### config.mk
export PLATFORM = sky130hd
export DESIGN_NAME = deframer_ctl_flat
export DESIGN_NICKNAME = d
export VERILOG_FILES = /design/src/core/lane_link_if.sv /design/src/core/deframer_ctl.sv /design/src/flat_wrapper.sv
export VERILOG_INCLUDE_DIRS = /design/src /design/src/core
export SDC_FILE = /design/constraint.sdc
export NUM_CORES = 1
export LEC_CHECK = 0
export BUFFER_PORTS_ARGS = -buffer_cell sky130_fd_sc_hd__buf_2
export CORE_ASPECT_RATIO = 1.5
export CORE_MARGIN = 4
export CORE_UTILIZATION = 50
export CTS_CLUSTER_DIAMETER = 50
export DETAILED_ROUTE_END_ITERATION = 16
export PLACE_DENSITY = 0.78
export SKIP_CTS_REPAIR_TIMING = 1
export SLEW_MARGIN = 20
export SYNTH_ARGS = -nofsm -noshare
export SYNTH_HDL_FRONTEND = slang
export SYNTH_SLANG_ARGS = --single-unit
### constraint.sdc
create_clock -name pclk -period 26.9 [get_ports pclk]
set_clock_uncertainty 0.1 [all_clocks]
set_input_delay 1.345 -clock pclk [delete_from_list [all_inputs] [get_ports pclk]]
set_output_delay 1.345 -clock pclk [all_outputs]
set_load 0.03 [all_outputs]
### src/core/dfr_regs.svh
// Register indices, field slices, limits and timing counts for the deframer pair.
// Included by both ends; holds definitions only.
`ifndef DFR_REGS_SVH
`define DFR_REGS_SVH
// Device register indices
`define DEV_CMD 4'h0
`define DEV_LANE 4'h1
`define DEV_FRAME 4'h2
`define DEV_IDS 4'h3
`define DEV_LINK 4'h4
`define DEV_RATE 4'h5
`define DEV_HIGH_SPEED_SERIAL_CLOCK 4'h6
`define DEV_STATUS 4'h8
`define DEV_MISMATCH 4'h9
`define DEV_ERR 4'ha
`define DEV_LATENCY 4'hb
// Write masks keep reserved bits at zero, except bit 5 in LINK_WMASK
`define LANE_WMASK 16'h07ff
`define FRAME_WMASK 16'h3f07
`define IDS_WMASK 16'h0fff
`define LINK_WMASK 16'h1fbf
// Field slices
`define CMD_RESET 0
`define CMD_GATE 1
`define F_MASK 3:0
`define F_INV 7:4
`define F_EQ 10:8
`define F_M 2:0
`define F_K 13:8
`define F_DID 7:0
`define F_BID 11:8
`define F_LID 4:0
`define F_SCR 7
`define F_OFS 12:8
// Limits; rates in 100 kbps, clocks in 100 kHz
`define RATE_MIN 16'h1800
`define RATE_MAX 16'hf000
`define HIGH_SPEED_SERIAL_CLOCK_MAX 16'hf000
`define K_MAX 6'h20
`define FK_MIN 10'h014
`define FK_MAX 10'h100
`define EQ_MAX 3'h4
// Fixed ILAS values and checksum index
`define ILAS_NM1 8'h0f
`define ILAS_NPM1 8'h0f
`define ILAS_CK 4'he
// Host APB byte offsets
`define H_CTRL 8'h00
`define H_PROXY 8'h04
`define H_PROXY_RD 8'h08
`define H_STAT 8'h0c
`define H_DELAY 8'h20
`define H_RATE 8'h24
`define H_ILAS_HI 4'h1
// Host bring-up command and timing counts
`define CMD_BRINGUP 16'h0003
`define SYNC_CYCLES 16'h0010
`define SREF_GAP 16'h0002
`define SREF_END 16'h0005
`endif

### src/core/lane_link_if.sv
// Link between the baseband processor end and the deframer end.
// Both ends run on the same pclk; all signals are synchronous to it.
`timescale 1ns/100ps
interface lane_link_if;
	logic cfg_wr;
	logic cfg_rd;
	logic [3:0] cfg_addr;
	logic [15:0] cfg_wdata;
	logic [15:0] cfg_rdata;
	logic cfg_rvalid;
	logic sysref;
	logic lane_data_valid;
	logic ilas_active;
	logic ilas_stb;
	logic [3:0] ilas_idx;
	logic [7:0] ilas_val;
	logic err_prbs;
	logic err_eof;
	logic err_eomf;
	logic err_fs;
	modport dev (
		input cfg_wr, cfg_rd, cfg_addr, cfg_wdata, sysref, lane_data_valid,
		input ilas_active, ilas_stb, ilas_idx, ilas_val, err_prbs, err_eof, err_eomf, err_fs,
		output cfg_rdata, cfg_rvalid
	);
	modport host (
		output cfg_wr, cfg_rd, cfg_addr, cfg_wdata, sysref, lane_data_valid,
		output ilas_active, ilas_stb, ilas_idx, ilas_val, err_prbs, err_eof, err_eomf, err_fs,
		input cfg_rdata, cfg_rvalid
	);
endinterface

### src/core/deframer_ctl.sv
// Device end: settings registers, SYSREF gate, multiframe counter,
// latency buffer accounting, status byte and ILAS field check.
// Assumes the link side is synchronous to pclk and obeys the bring-up order.
//
// Our own choices: the register offsets and register access over APB.
`timescale 1ns/100ps
`include "dfr_regs.svh"
module deframer_ctl #(
	parameter int LAT_DEPTH = 32
) (
	// Clock and reset
	input wire logic pclk,
	input wire logic presetn,
	// Link from the baseband processor
	lane_link_if.dev lnk,
	// Deserializer settings
	output logic [3:0] lane_en,
	output logic [3:0] lane_inv,
	output logic [2:0] eq_level,
	// Housekeeping
	output logic lane_fifo_clear,
	output logic cfg_ok,
	output logic irq
);
	localparam logic [7:0] DEPTH = 8'(LAT_DEPTH);
	localparam logic [7:0] HALF = 8'(LAT_DEPTH / 2);

	logic [15:0] lane_r;
	logic [15:0] frame_r;
	logic [15:0] ids_r;
	logic [15:0] link_r;
	logic [15:0] rate_r;
	logic [15:0] hs_r;
	logic gate;
	logic rst_q;
	logic sref_q;
	logic [7:0] lmfc;
	logic [5:0] sticky;
	logic [14:0] mm;
	logic [7:0] sum;
	logic [7:0] fill;
	logic rd_on;
	logic [7:0] cnt_at_rd;
	logic ovf;
	logic udf;
	logic irq_q;
	logic [15:0] rdata;
	logic rvalid;
	logic [7:0] expect_v [0:13];
	logic [14:0] fld_bad;

	wire wr_any = lnk.cfg_wr;
	wire wr_cmd = wr_any && (lnk.cfg_addr == `DEV_CMD);
	wire [3:0] mask = lane_r[`F_MASK];
	wire [2:0] m = frame_r[`F_M];
	wire [5:0] k = frame_r[`F_K];
	wire [4:0] ofs = link_r[`F_OFS];
	wire [2:0] eq = lane_r[`F_EQ];
	wire [2:0] lane_cnt;
	wire [3:0] f_oct;
	wire [9:0] fk;
	wire [7:0] period;
	wire [8:0] cfg_err;
	wire sref_in;
	wire sref_edge;
	wire [5:0] set_vec;
	wire ck_hit;
	wire wr_lat;
	wire [15:0] mismatch;
	wire [7:0] status;
	wire [15:0] rd_mux;
	wire next_irq;

	// Derived link shape: lanes from the mask, octets per frame = 2M/L
	assign lane_cnt = 3'(mask[0]) + 3'(mask[1]) + 3'(mask[2]) + 3'(mask[3]);
	assign f_oct = (lane_cnt == 3'h1) ? {m, 1'b0} : (lane_cnt == 3'h2) ? {1'b0, m} : {2'b00, m[2:1]};
	assign fk = 10'(f_oct) * 10'(k);
	assign period = fk[9:2];

	// Configuration checks; bank and lane number widths hold their ranges
	assign cfg_err[0] = !((m == 3'h2) || (m == 3'h4));
	assign cfg_err[1] = !((lane_cnt == 3'h1) || (lane_cnt == 3'h2) || (lane_cnt == 3'h4));
	assign cfg_err[2] = eq > `EQ_MAX;
	assign cfg_err[3] = (k == 6'h00) || (k > `K_MAX);
	assign cfg_err[4] = (fk <= `FK_MIN) || (fk > `FK_MAX) || (fk[1:0] != 2'b00);
	assign cfg_err[5] = {1'b0, ofs} >= k;
	assign cfg_err[6] = (rate_r < `RATE_MIN) || (rate_r > `RATE_MAX);
	assign cfg_err[7] = hs_r > `HIGH_SPEED_SERIAL_CLOCK_MAX;
	assign cfg_err[8] = (rate_r == 16'h0000) || ((hs_r % rate_r) != 16'h0000);
	assign cfg_ok = cfg_err == 9'h000;

	// Register writes; reserved bits are masked so they read back as zero, except bit 5 of the link register
	always_ff @(posedge pclk or negedge presetn) begin
		if (!presetn) begin
			lane_r <= 16'h0000;
			frame_r <= 16'h0000;
			ids_r <= 16'h0000;
			link_r <= 16'h0000;
			rate_r <= 16'h0000;
			hs_r <= 16'h0000;
			gate <= 1'b0;
		end else if (wr_any) begin
			unique case (lnk.cfg_addr)
				`DEV_CMD: gate <= lnk.cfg_wdata[`CMD_GATE];
				`DEV_LANE: lane_r <= lnk.cfg_wdata & `LANE_WMASK;
				`DEV_FRAME: frame_r <= lnk.cfg_wdata & `FRAME_WMASK;
				`DEV_IDS: ids_r <= lnk.cfg_wdata & `IDS_WMASK;
				`DEV_LINK: link_r <= lnk.cfg_wdata & `LINK_WMASK;
				`DEV_RATE: rate_r <= lnk.cfg_wdata;
				`DEV_HIGH_SPEED_SERIAL_CLOCK: hs_r <= lnk.cfg_wdata;
				default: ;
			endcase
		end
	end

	assign lane_en = mask;
	assign lane_inv = lane_r[`F_INV];
	assign eq_level = eq;

	// Deframer reset pulse, one cycle after the command write
	always_ff @(posedge pclk or negedge presetn) begin
		if (!presetn) begin
			rst_q <= 1'b0;
		end else begin
			rst_q <= wr_cmd && lnk.cfg_wdata[`CMD_RESET];
		end
	end
	assign lane_fifo_clear = rst_q;

	// SYSREF gate and edge; the edge realigns the multiframe counter
	assign sref_in = lnk.sysref & gate;
	assign sref_edge = sref_in & ~sref_q;
	always_ff @(posedge pclk or negedge presetn) begin
		if (!presetn) begin
			sref_q <= 1'b0;
			lmfc <= 8'h00;
		end else begin
			sref_q <= sref_in;
			if (sref_edge) begin
				lmfc <= 8'(ofs);
			end else if (rst_q || (lmfc >= period - 8'h01)) begin
				lmfc <= 8'h00;
			end else begin
				lmfc <= lmfc + 8'h01;
			end
		end
	end

	// Sticky status: {sysref seen, prbs, checksum ok, eof, eomf, frame_symbol_loss_flag}
	assign ck_hit = lnk.ilas_stb && (lnk.ilas_idx == `ILAS_CK);
	assign set_vec[5] = sref_edge;
	assign set_vec[4] = lnk.err_prbs;
	assign set_vec[3] = ck_hit && (lnk.ilas_val == sum);
	assign set_vec[2] = lnk.err_eof && lnk.ilas_active;
	assign set_vec[1] = lnk.err_eomf && lnk.ilas_active;
	assign set_vec[0] = lnk.err_fs;

	// A set arriving with the reset still wins, so no event is lost
	always_ff @(posedge pclk or negedge presetn) begin
		if (!presetn) begin
			sticky <= 6'h00;
			mm <= 15'h0000;
		end else begin
			sticky <= (sticky & {6{~rst_q}}) | set_vec;
			mm <= (mm & {15{~rst_q}}) | fld_bad;
		end
	end

	// Expected ILAS fields from the programmed settings
	assign expect_v[0] = ids_r[`F_DID];
	assign expect_v[1] = {4'h0, ids_r[`F_BID]};
	assign expect_v[2] = {3'h0, link_r[`F_LID]};
	assign expect_v[3] = 8'(lane_cnt - 3'h1);
	assign expect_v[4] = {7'h00, link_r[`F_SCR]};
	assign expect_v[5] = 8'(f_oct - 4'h1);
	assign expect_v[6] = 8'(k - 6'h01);
	assign expect_v[7] = 8'(m - 3'h1);
	assign expect_v[8] = `ILAS_NM1;
	assign expect_v[9] = 8'h00;
	assign expect_v[10] = `ILAS_NPM1;
	assign expect_v[11] = 8'h00;
	assign expect_v[12] = 8'h00;
	assign expect_v[13] = {7'h00, (m == 3'h2) && (lane_cnt == 3'h4)};

	// Per-field compare as each ILAS field strobes in
	for (genvar i = 0; i < 14; i++) begin : g_fld
		assign fld_bad[i] = lnk.ilas_stb && (lnk.ilas_idx == 4'(i)) && (lnk.ilas_val != expect_v[i]);
	end
	assign fld_bad[14] = ck_hit && (lnk.ilas_val != sum);
	assign mismatch = {|mm, mm};

	// Running checksum over fields 0..13
	always_ff @(posedge pclk or negedge presetn) begin
		if (!presetn) begin
			sum <= 8'h00;
		end else if (lnk.ilas_stb && (lnk.ilas_idx < `ILAS_CK)) begin
			sum <= (lnk.ilas_idx == 4'h0) ? lnk.ilas_val : sum + lnk.ilas_val;
		end
	end

	// Latency buffer: fills once SYSREF is seen, drains from half full
	assign wr_lat = lnk.lane_data_valid && sticky[5];
	wire ovf_set = wr_lat && !rd_on && (fill == DEPTH); // A fault in the reset cycle still shows
	wire udf_set = rd_on && !wr_lat && (fill == 8'h00);
	always_ff @(posedge pclk or negedge presetn) begin
		if (!presetn) begin
			fill <= 8'h00;
			rd_on <= 1'b0;
			cnt_at_rd <= 8'h00;
			ovf <= 1'b0;
			udf <= 1'b0;
		end else if (rst_q) begin
			fill <= 8'h00;
			rd_on <= 1'b0;
			cnt_at_rd <= 8'h00;
			ovf <= ovf_set;
			udf <= udf_set;
		end else begin
			if (!rd_on && (fill >= HALF)) begin
				rd_on <= 1'b1;
				cnt_at_rd <= lmfc;
			end
			if (wr_lat && !rd_on) begin
				if (fill == DEPTH) ovf <= 1'b1;
				else fill <= fill + 8'h01;
			end else if (rd_on && !wr_lat) begin
				if (fill == 8'h00) udf <= 1'b1;
				else fill <= fill - 8'h01;
			end
		end
	end

	// Interrupt request follows the sticky prbs, eof, eomf and symbol loss flags or any field mismatch
	assign next_irq = sticky[4] | sticky[2] | sticky[1] | sticky[0] | mismatch[15];
	always_ff @(posedge pclk or negedge presetn) begin
		if (!presetn) irq_q <= 1'b0;
		else irq_q <= next_irq;
	end
	assign irq = irq_q;
	assign status = {1'b0, irq_q, sticky};

	// Read mux; unmapped indices read zero
	assign rd_mux =
		(lnk.cfg_addr == `DEV_CMD) ? {14'h0000, gate, 1'b0} :
		(lnk.cfg_addr == `DEV_LANE) ? lane_r :
		(lnk.cfg_addr == `DEV_FRAME) ? frame_r :
		(lnk.cfg_addr == `DEV_IDS) ? ids_r :
		(lnk.cfg_addr == `DEV_LINK) ? link_r :
		(lnk.cfg_addr == `DEV_RATE) ? rate_r :
		(lnk.cfg_addr == `DEV_HIGH_SPEED_SERIAL_CLOCK) ? hs_r :
		(lnk.cfg_addr == `DEV_STATUS) ? {8'h00, status} :
		(lnk.cfg_addr == `DEV_MISMATCH) ? mismatch :
		(lnk.cfg_addr == `DEV_ERR) ? {udf, ovf, 5'h00, cfg_err} :
		(lnk.cfg_addr == `DEV_LATENCY) ? {cnt_at_rd, fill} : 16'h0000;

	// Read answer one cycle after the request
	always_ff @(posedge pclk or negedge presetn) begin
		if (!presetn) begin
			rdata <= 16'h0000;
			rvalid <= 1'b0;
		end else begin
			rvalid <= lnk.cfg_rd;
			if (lnk.cfg_rd) rdata <= rd_mux;
		end
	end
	assign lnk.cfg_rdata = rdata;
	assign lnk.cfg_rvalid = rvalid;
endmodule

### src/flat_wrapper.sv
// flat-port wrapper written by rule: the top's interface ports become plain ports
module deframer_ctl_flat 
#(
	parameter int LAT_DEPTH = 32
)
  (pclk, presetn, lane_en, lane_inv, eq_level, lane_fifo_clear, cfg_ok, irq, lnk_cfg_wr, lnk_cfg_rd, lnk_cfg_addr, lnk_cfg_wdata, lnk_sysref, lnk_lane_data_valid, lnk_ilas_active, lnk_ilas_stb, lnk_ilas_idx, lnk_ilas_val, lnk_err_prbs, lnk_err_eof, lnk_err_eomf, lnk_err_fs, lnk_cfg_rdata, lnk_cfg_rvalid);
  lane_link_if lnk_i ();
  input wire logic pclk;
  input wire logic presetn;
  output logic [3:0] lane_en;
  output logic [3:0] lane_inv;
  output logic [2:0] eq_level;
  output logic lane_fifo_clear;
  output logic cfg_ok;
  output logic irq;
  input wire logic [$bits(lnk_i.cfg_wr)-1:0] lnk_cfg_wr;
  input wire logic [$bits(lnk_i.cfg_rd)-1:0] lnk_cfg_rd;
  input wire logic [$bits(lnk_i.cfg_addr)-1:0] lnk_cfg_addr;
  input wire logic [$bits(lnk_i.cfg_wdata)-1:0] lnk_cfg_wdata;
  input wire logic [$bits(lnk_i.sysref)-1:0] lnk_sysref;
  input wire logic [$bits(lnk_i.lane_data_valid)-1:0] lnk_lane_data_valid;
  input wire logic [$bits(lnk_i.ilas_active)-1:0] lnk_ilas_active;
  input wire logic [$bits(lnk_i.ilas_stb)-1:0] lnk_ilas_stb;
  input wire logic [$bits(lnk_i.ilas_idx)-1:0] lnk_ilas_idx;
  input wire logic [$bits(lnk_i.ilas_val)-1:0] lnk_ilas_val;
  input wire logic [$bits(lnk_i.err_prbs)-1:0] lnk_err_prbs;
  input wire logic [$bits(lnk_i.err_eof)-1:0] lnk_err_eof;
  input wire logic [$bits(lnk_i.err_eomf)-1:0] lnk_err_eomf;
  input wire logic [$bits(lnk_i.err_fs)-1:0] lnk_err_fs;
  output wire logic [$bits(lnk_i.cfg_rdata)-1:0] lnk_cfg_rdata;
  output wire logic [$bits(lnk_i.cfg_rvalid)-1:0] lnk_cfg_rvalid;
  assign lnk_i.cfg_wr = lnk_cfg_wr;
  assign lnk_i.cfg_rd = lnk_cfg_rd;
  assign lnk_i.cfg_addr = lnk_cfg_addr;
  assign lnk_i.cfg_wdata = lnk_cfg_wdata;
  assign lnk_i.sysref = lnk_sysref;
  assign lnk_i.lane_data_valid = lnk_lane_data_valid;
  assign lnk_i.ilas_active = lnk_ilas_active;
  assign lnk_i.ilas_stb = lnk_ilas_stb;
  assign lnk_i.ilas_idx = lnk_ilas_idx;
  assign lnk_i.ilas_val = lnk_ilas_val;
  assign lnk_i.err_prbs = lnk_err_prbs;
  assign lnk_i.err_eof = lnk_err_eof;
  assign lnk_i.err_eomf = lnk_err_eomf;
  assign lnk_i.err_fs = lnk_err_fs;
  assign lnk_cfg_rdata = lnk_i.cfg_rdata;
  assign lnk_cfg_rvalid = lnk_i.cfg_rvalid;
  deframer_ctl #(.LAT_DEPTH(LAT_DEPTH)) u_core (.pclk(pclk), .presetn(presetn), .lnk(lnk_i), .lane_en(lane_en), .lane_inv(lane_inv), .eq_level(eq_level), .lane_fifo_clear(lane_fifo_clear), .cfg_ok(cfg_ok), .irq(irq));
endmodule
==> results.sh <==
export IMPL_diodes=0
export IMPL_synth_cells=2235
export IMPL_synth_edff_count=0
export IMPL_grtUsageMet3=0.04939
export IMPL_vias_per_cell=6.240
export IMPL_fin_crit_sh=1.050
export IMPL_end_kind="primary output"
export IMPL_setup_viol=1
export IMPL_drt_iter0_drc=1539
export IMPL_grtUsageMet2=0.6476
export IMPL_core_um2=35310
export IMPL_place_ws_ps=-1609
export IMPL_start_kind="register"
export IMPL_die_w_um=162.8
export IMPL_crit_top_cell="ha_1"
export IMPL_fin_util=0.6773
export IMPL_cts_htree_levels=4
export IMPL_grt_max_degree=85
export IMPL_syn_num_nets=2485
export IMPL_hold_slack_ps=400.4
export IMPL_wl_um=72150
export IMPL_period_minus_slack_ps=28250
export IMPL_cts_root_buf="clkbuf_16"
export IMPL_worstSkewPairLatency_ps=440
export IMPL_fin_area_um2=23920
export IMPL_critPathKind="reg2out"
export IMPL_status="finished, violations left"
export IMPL_crit_path_start="u_core.rate_r[0]"
export IMPL_min_path_type="reg2reg"
export IMPL_synthArstFlopShare=1.000
export IMPL_max_cap_viol_count=0
export IMPL_wl_per_cell_um=22.08
export IMPL_area_growth_pct=33.14
export IMPL_cts_tree="done"
export IMPL_placed_area_um2=22680
export IMPL_clock_path_buffers=2
export IMPL_crit_slowest_cell="or4b_2"
export IMPL_violations="negative setup slack"
export IMPL_clk_pin_slew_worst_paths_ps=60
export IMPL_use_met1=0.3649
export IMPL_rows=84
export IMPL_grtUsageTotal=0.3581
export IMPL_max_freq_mhz=35.39
export IMPL_hold_violations=0
export IMPL_die_y_um=240.1
export IMPL_vias=20390
export IMPL_ys_ff_latch=153
export IMPL_cts_sinks=153
export IMPL_cts_buffers_inserted=17
export IMPL_drive_above_1_share=0.3098
export IMPL_rsz0062_at_grt="true"
export IMPL_fill_cells=2924
export IMPL_seq_area_frac_synth=0.2131
export IMPL_grt_pass1_vias=20700
export IMPL_cp_arrival_ps=26810
export IMPL_slew_headroom=0.2729
export IMPL_dieArea_um2=39090
export IMPL_final_antenna_net_count=0
export IMPL_netlist_area_um2=17960
export IMPL_hp_start="u_core.sum[6]"
export IMPL_slew_violations=0
export IMPL_yosysWarnings=0
export IMPL_antenna_found_initial=0
export IMPL_finalNetCount=3032
export IMPL_first_pass_iters=6
export IMPL_dpl_hpwl_um=57820
export IMPL_ys_types=90
export IMPL_dominantRegCellSynth="dfrtp_1"
export IMPL_gr_total_overflow=0
export IMPL_busiest_layer="met2"
export IMPL_cp_required_ps=25450
export IMPL_avgSynthCellArea_um2=8.037
export IMPL_place_gp_congestion=1.052
export IMPL_numPortBuffers=74
export IMPL_worst_slack_ps=-1353
export IMPL_cpPeakStageDelay_ps=590
export IMPL_io_pins=75
export IMPL_critical_path_max_fanout=16
export IMPL_start_util=0.5087
export IMPL_grt_pass1_wl_um=110300
export IMPL_rr_startpoint="u_core.rate_r[0]"
export IMPL_tightest_slew_ps=1088
export IMPL_drc=0
[critical path, delay by kind of cell (launching register included)]
kind / cells / cell delay, ps
adder cells (fa/ha/maj): 16 / 4820
buffers and inverters: 14 / 2170
XOR/XNOR: 2 / 480
AND/OR/NAND/NOR: 26 / 6280
flip-flops: 1 / 390
AO/OA/AOI/OAI: 56 / 11410
multiplexers: 3 / 780
[flip-flops by register name (all words and copies together), names as in the netlist, 8 cells and up]
signal                cells
u_core.lmfc               8
u_core.ids_r             12
u_core.rate_r            16
u_core.link_r            12
u_core.cnt_at_rd          8
u_core.lane_r            11
u_core.frame_r            9
u_core.lnk.cfg_rdata     16
u_core.sum                8
u_core.hs_r              16
u_core.mm                15
u_core.fill               8
[per-stage QoR]
| stage | TNS, ps | std cells |
|---|---|---|
| final | -1353 | 3268 |
| after detailed placement | -1609 | 3221 |
| after global placement | -903.7 | 3221 |
| after global routing | -2793 | 3268 |
| after CTS | -2193 | 3253 |
| after floorplan | 0 | 2235 |
[per-layer routing]
layer | up-vias | part of all wire | wire [um]
met3 | 382 | 0.059 | 4244
met1 | 9618 | 0.34 | 24510
li1 | 9403 | - | -
met4 | 0 | 0.10 | 7272
met2 | 988 | 0.50 | 36120
met5 | - | 0 | 0
[final cells by class]
class | instances | area, um^2 | share of cell area
timing repair buffer | 616 | 4467 | 0.1868
sequential | 153 | 3829 | 0.1601
multi-input combinational | 1872 | 14000 | 0.5852
clock inverter | 12 | 115.1 | 0.004813
clock buffer | 20 | 456.7 | 0.01909
inverter | 122 | 461.7 | 0.01930
tap | 473 | 591.8 | 0.02474
[Yosys cell counts (20+ instances only)]
| cell | count | area (um^2) |
|---|---|---|
| nor3_1 | 65 | 325.3 |
| a31oi_1 | 33 | 206.5 |
| and3_1 | 20 | 125.1 |
| nor2b_1 | 21 | 131.4 |
| xor2_1 | 68 | 595.6 |
| or3_1 | 23 | 143.9 |
| nor2_1 | 212 | 795.8 |
| mux2i_1 | 33 | 330.3 |
| a21oi_1 | 159 | 795.8 |
| clkbuf_1 | 74 | 277.8 |
| inv_1 | 122 | 457.9 |
| xnor2_1 | 72 | 630.6 |
| a21o_1 | 49 | 367.9 |
| o21a_1 | 41 | 307.8 |
| nand4_1 | 28 | 175.2 |
| nand3_1 | 51 | 255.2 |
| o21ai_0 | 125 | 625.6 |
| nand2b_1 | 33 | 206.5 |
| o211ai_1 | 26 | 195.2 |
| mux2_2 | 83 | 934.7 |
| nor4_1 | 30 | 187.7 |
| dfrtp_1 | 153 | 3829 |
| ha_1 | 194 | 2427 |
| nand2_1 | 180 | 675.7 |
[cells in the final DEF (no fill, tap or decap), types with 19 or more instances in the layout]
cell type,netlist,routed
nand4_1,28,28
o21ai_0,125,107
inv_1,122,121
buf_2,3,72
mux2i_1,33,30
o211ai_1,26,26
a21oi_1,159,147
mux2_2,83,83
nor2b_1,21,20
and3_1,20,19
a21o_1,49,49
buf_4,1,538
ha_1,194,183
nor4_1,30,26
or3_1,23,22
xor2_1,68,68
nand2b_1,33,32
a31oi_1,33,25
nor3_1,65,62
dfrtp_1,153,153
o21a_1,41,40
nand2_1,180,179
xnor2_1,72,71
nand3_1,51,50
nor2_1,212,205
[cell families (layout without fill, tap and decap cells)]
kind of cell / after synthesis / in the layout / share of synthesized area
simple gates: 743 / 743 / 0.2032
compound gates: 665 / 665 / 0.2496
buf+inv: 210 / 770 / 0.04472
fa+ha+maj: 206 / 206 / 0.1485
flops: 153 / 153 / 0.2131
xor+xnor: 140 / 140 / 0.06826
mux: 118 / 118 / 0.07251
[worst paths after layout]
| check | slack [ps] | cells past startpoint | to |
|---|---|---|---|
| setup / recovery | -1350 | 117 | cfg_ok |
| hold / removal | 400 | 2 | u_core.sum[6] |
| setup reg to reg | 1080 | 117 | u_core.lnk.cfg_rdata[8] |
| hold reg to reg | 400 | 2 | u_core.sum[6] |
| max in group asynchronous | 24430 | 2 | u_core.lnk.cfg_rdata[4] |
| min in group asynchronous | 830 | 1 | u_core.sum[1] |
Power is left out: the tool's default activity adds up to more than one toggle a clock period on the data nets, which glitch-free logic cannot reach.
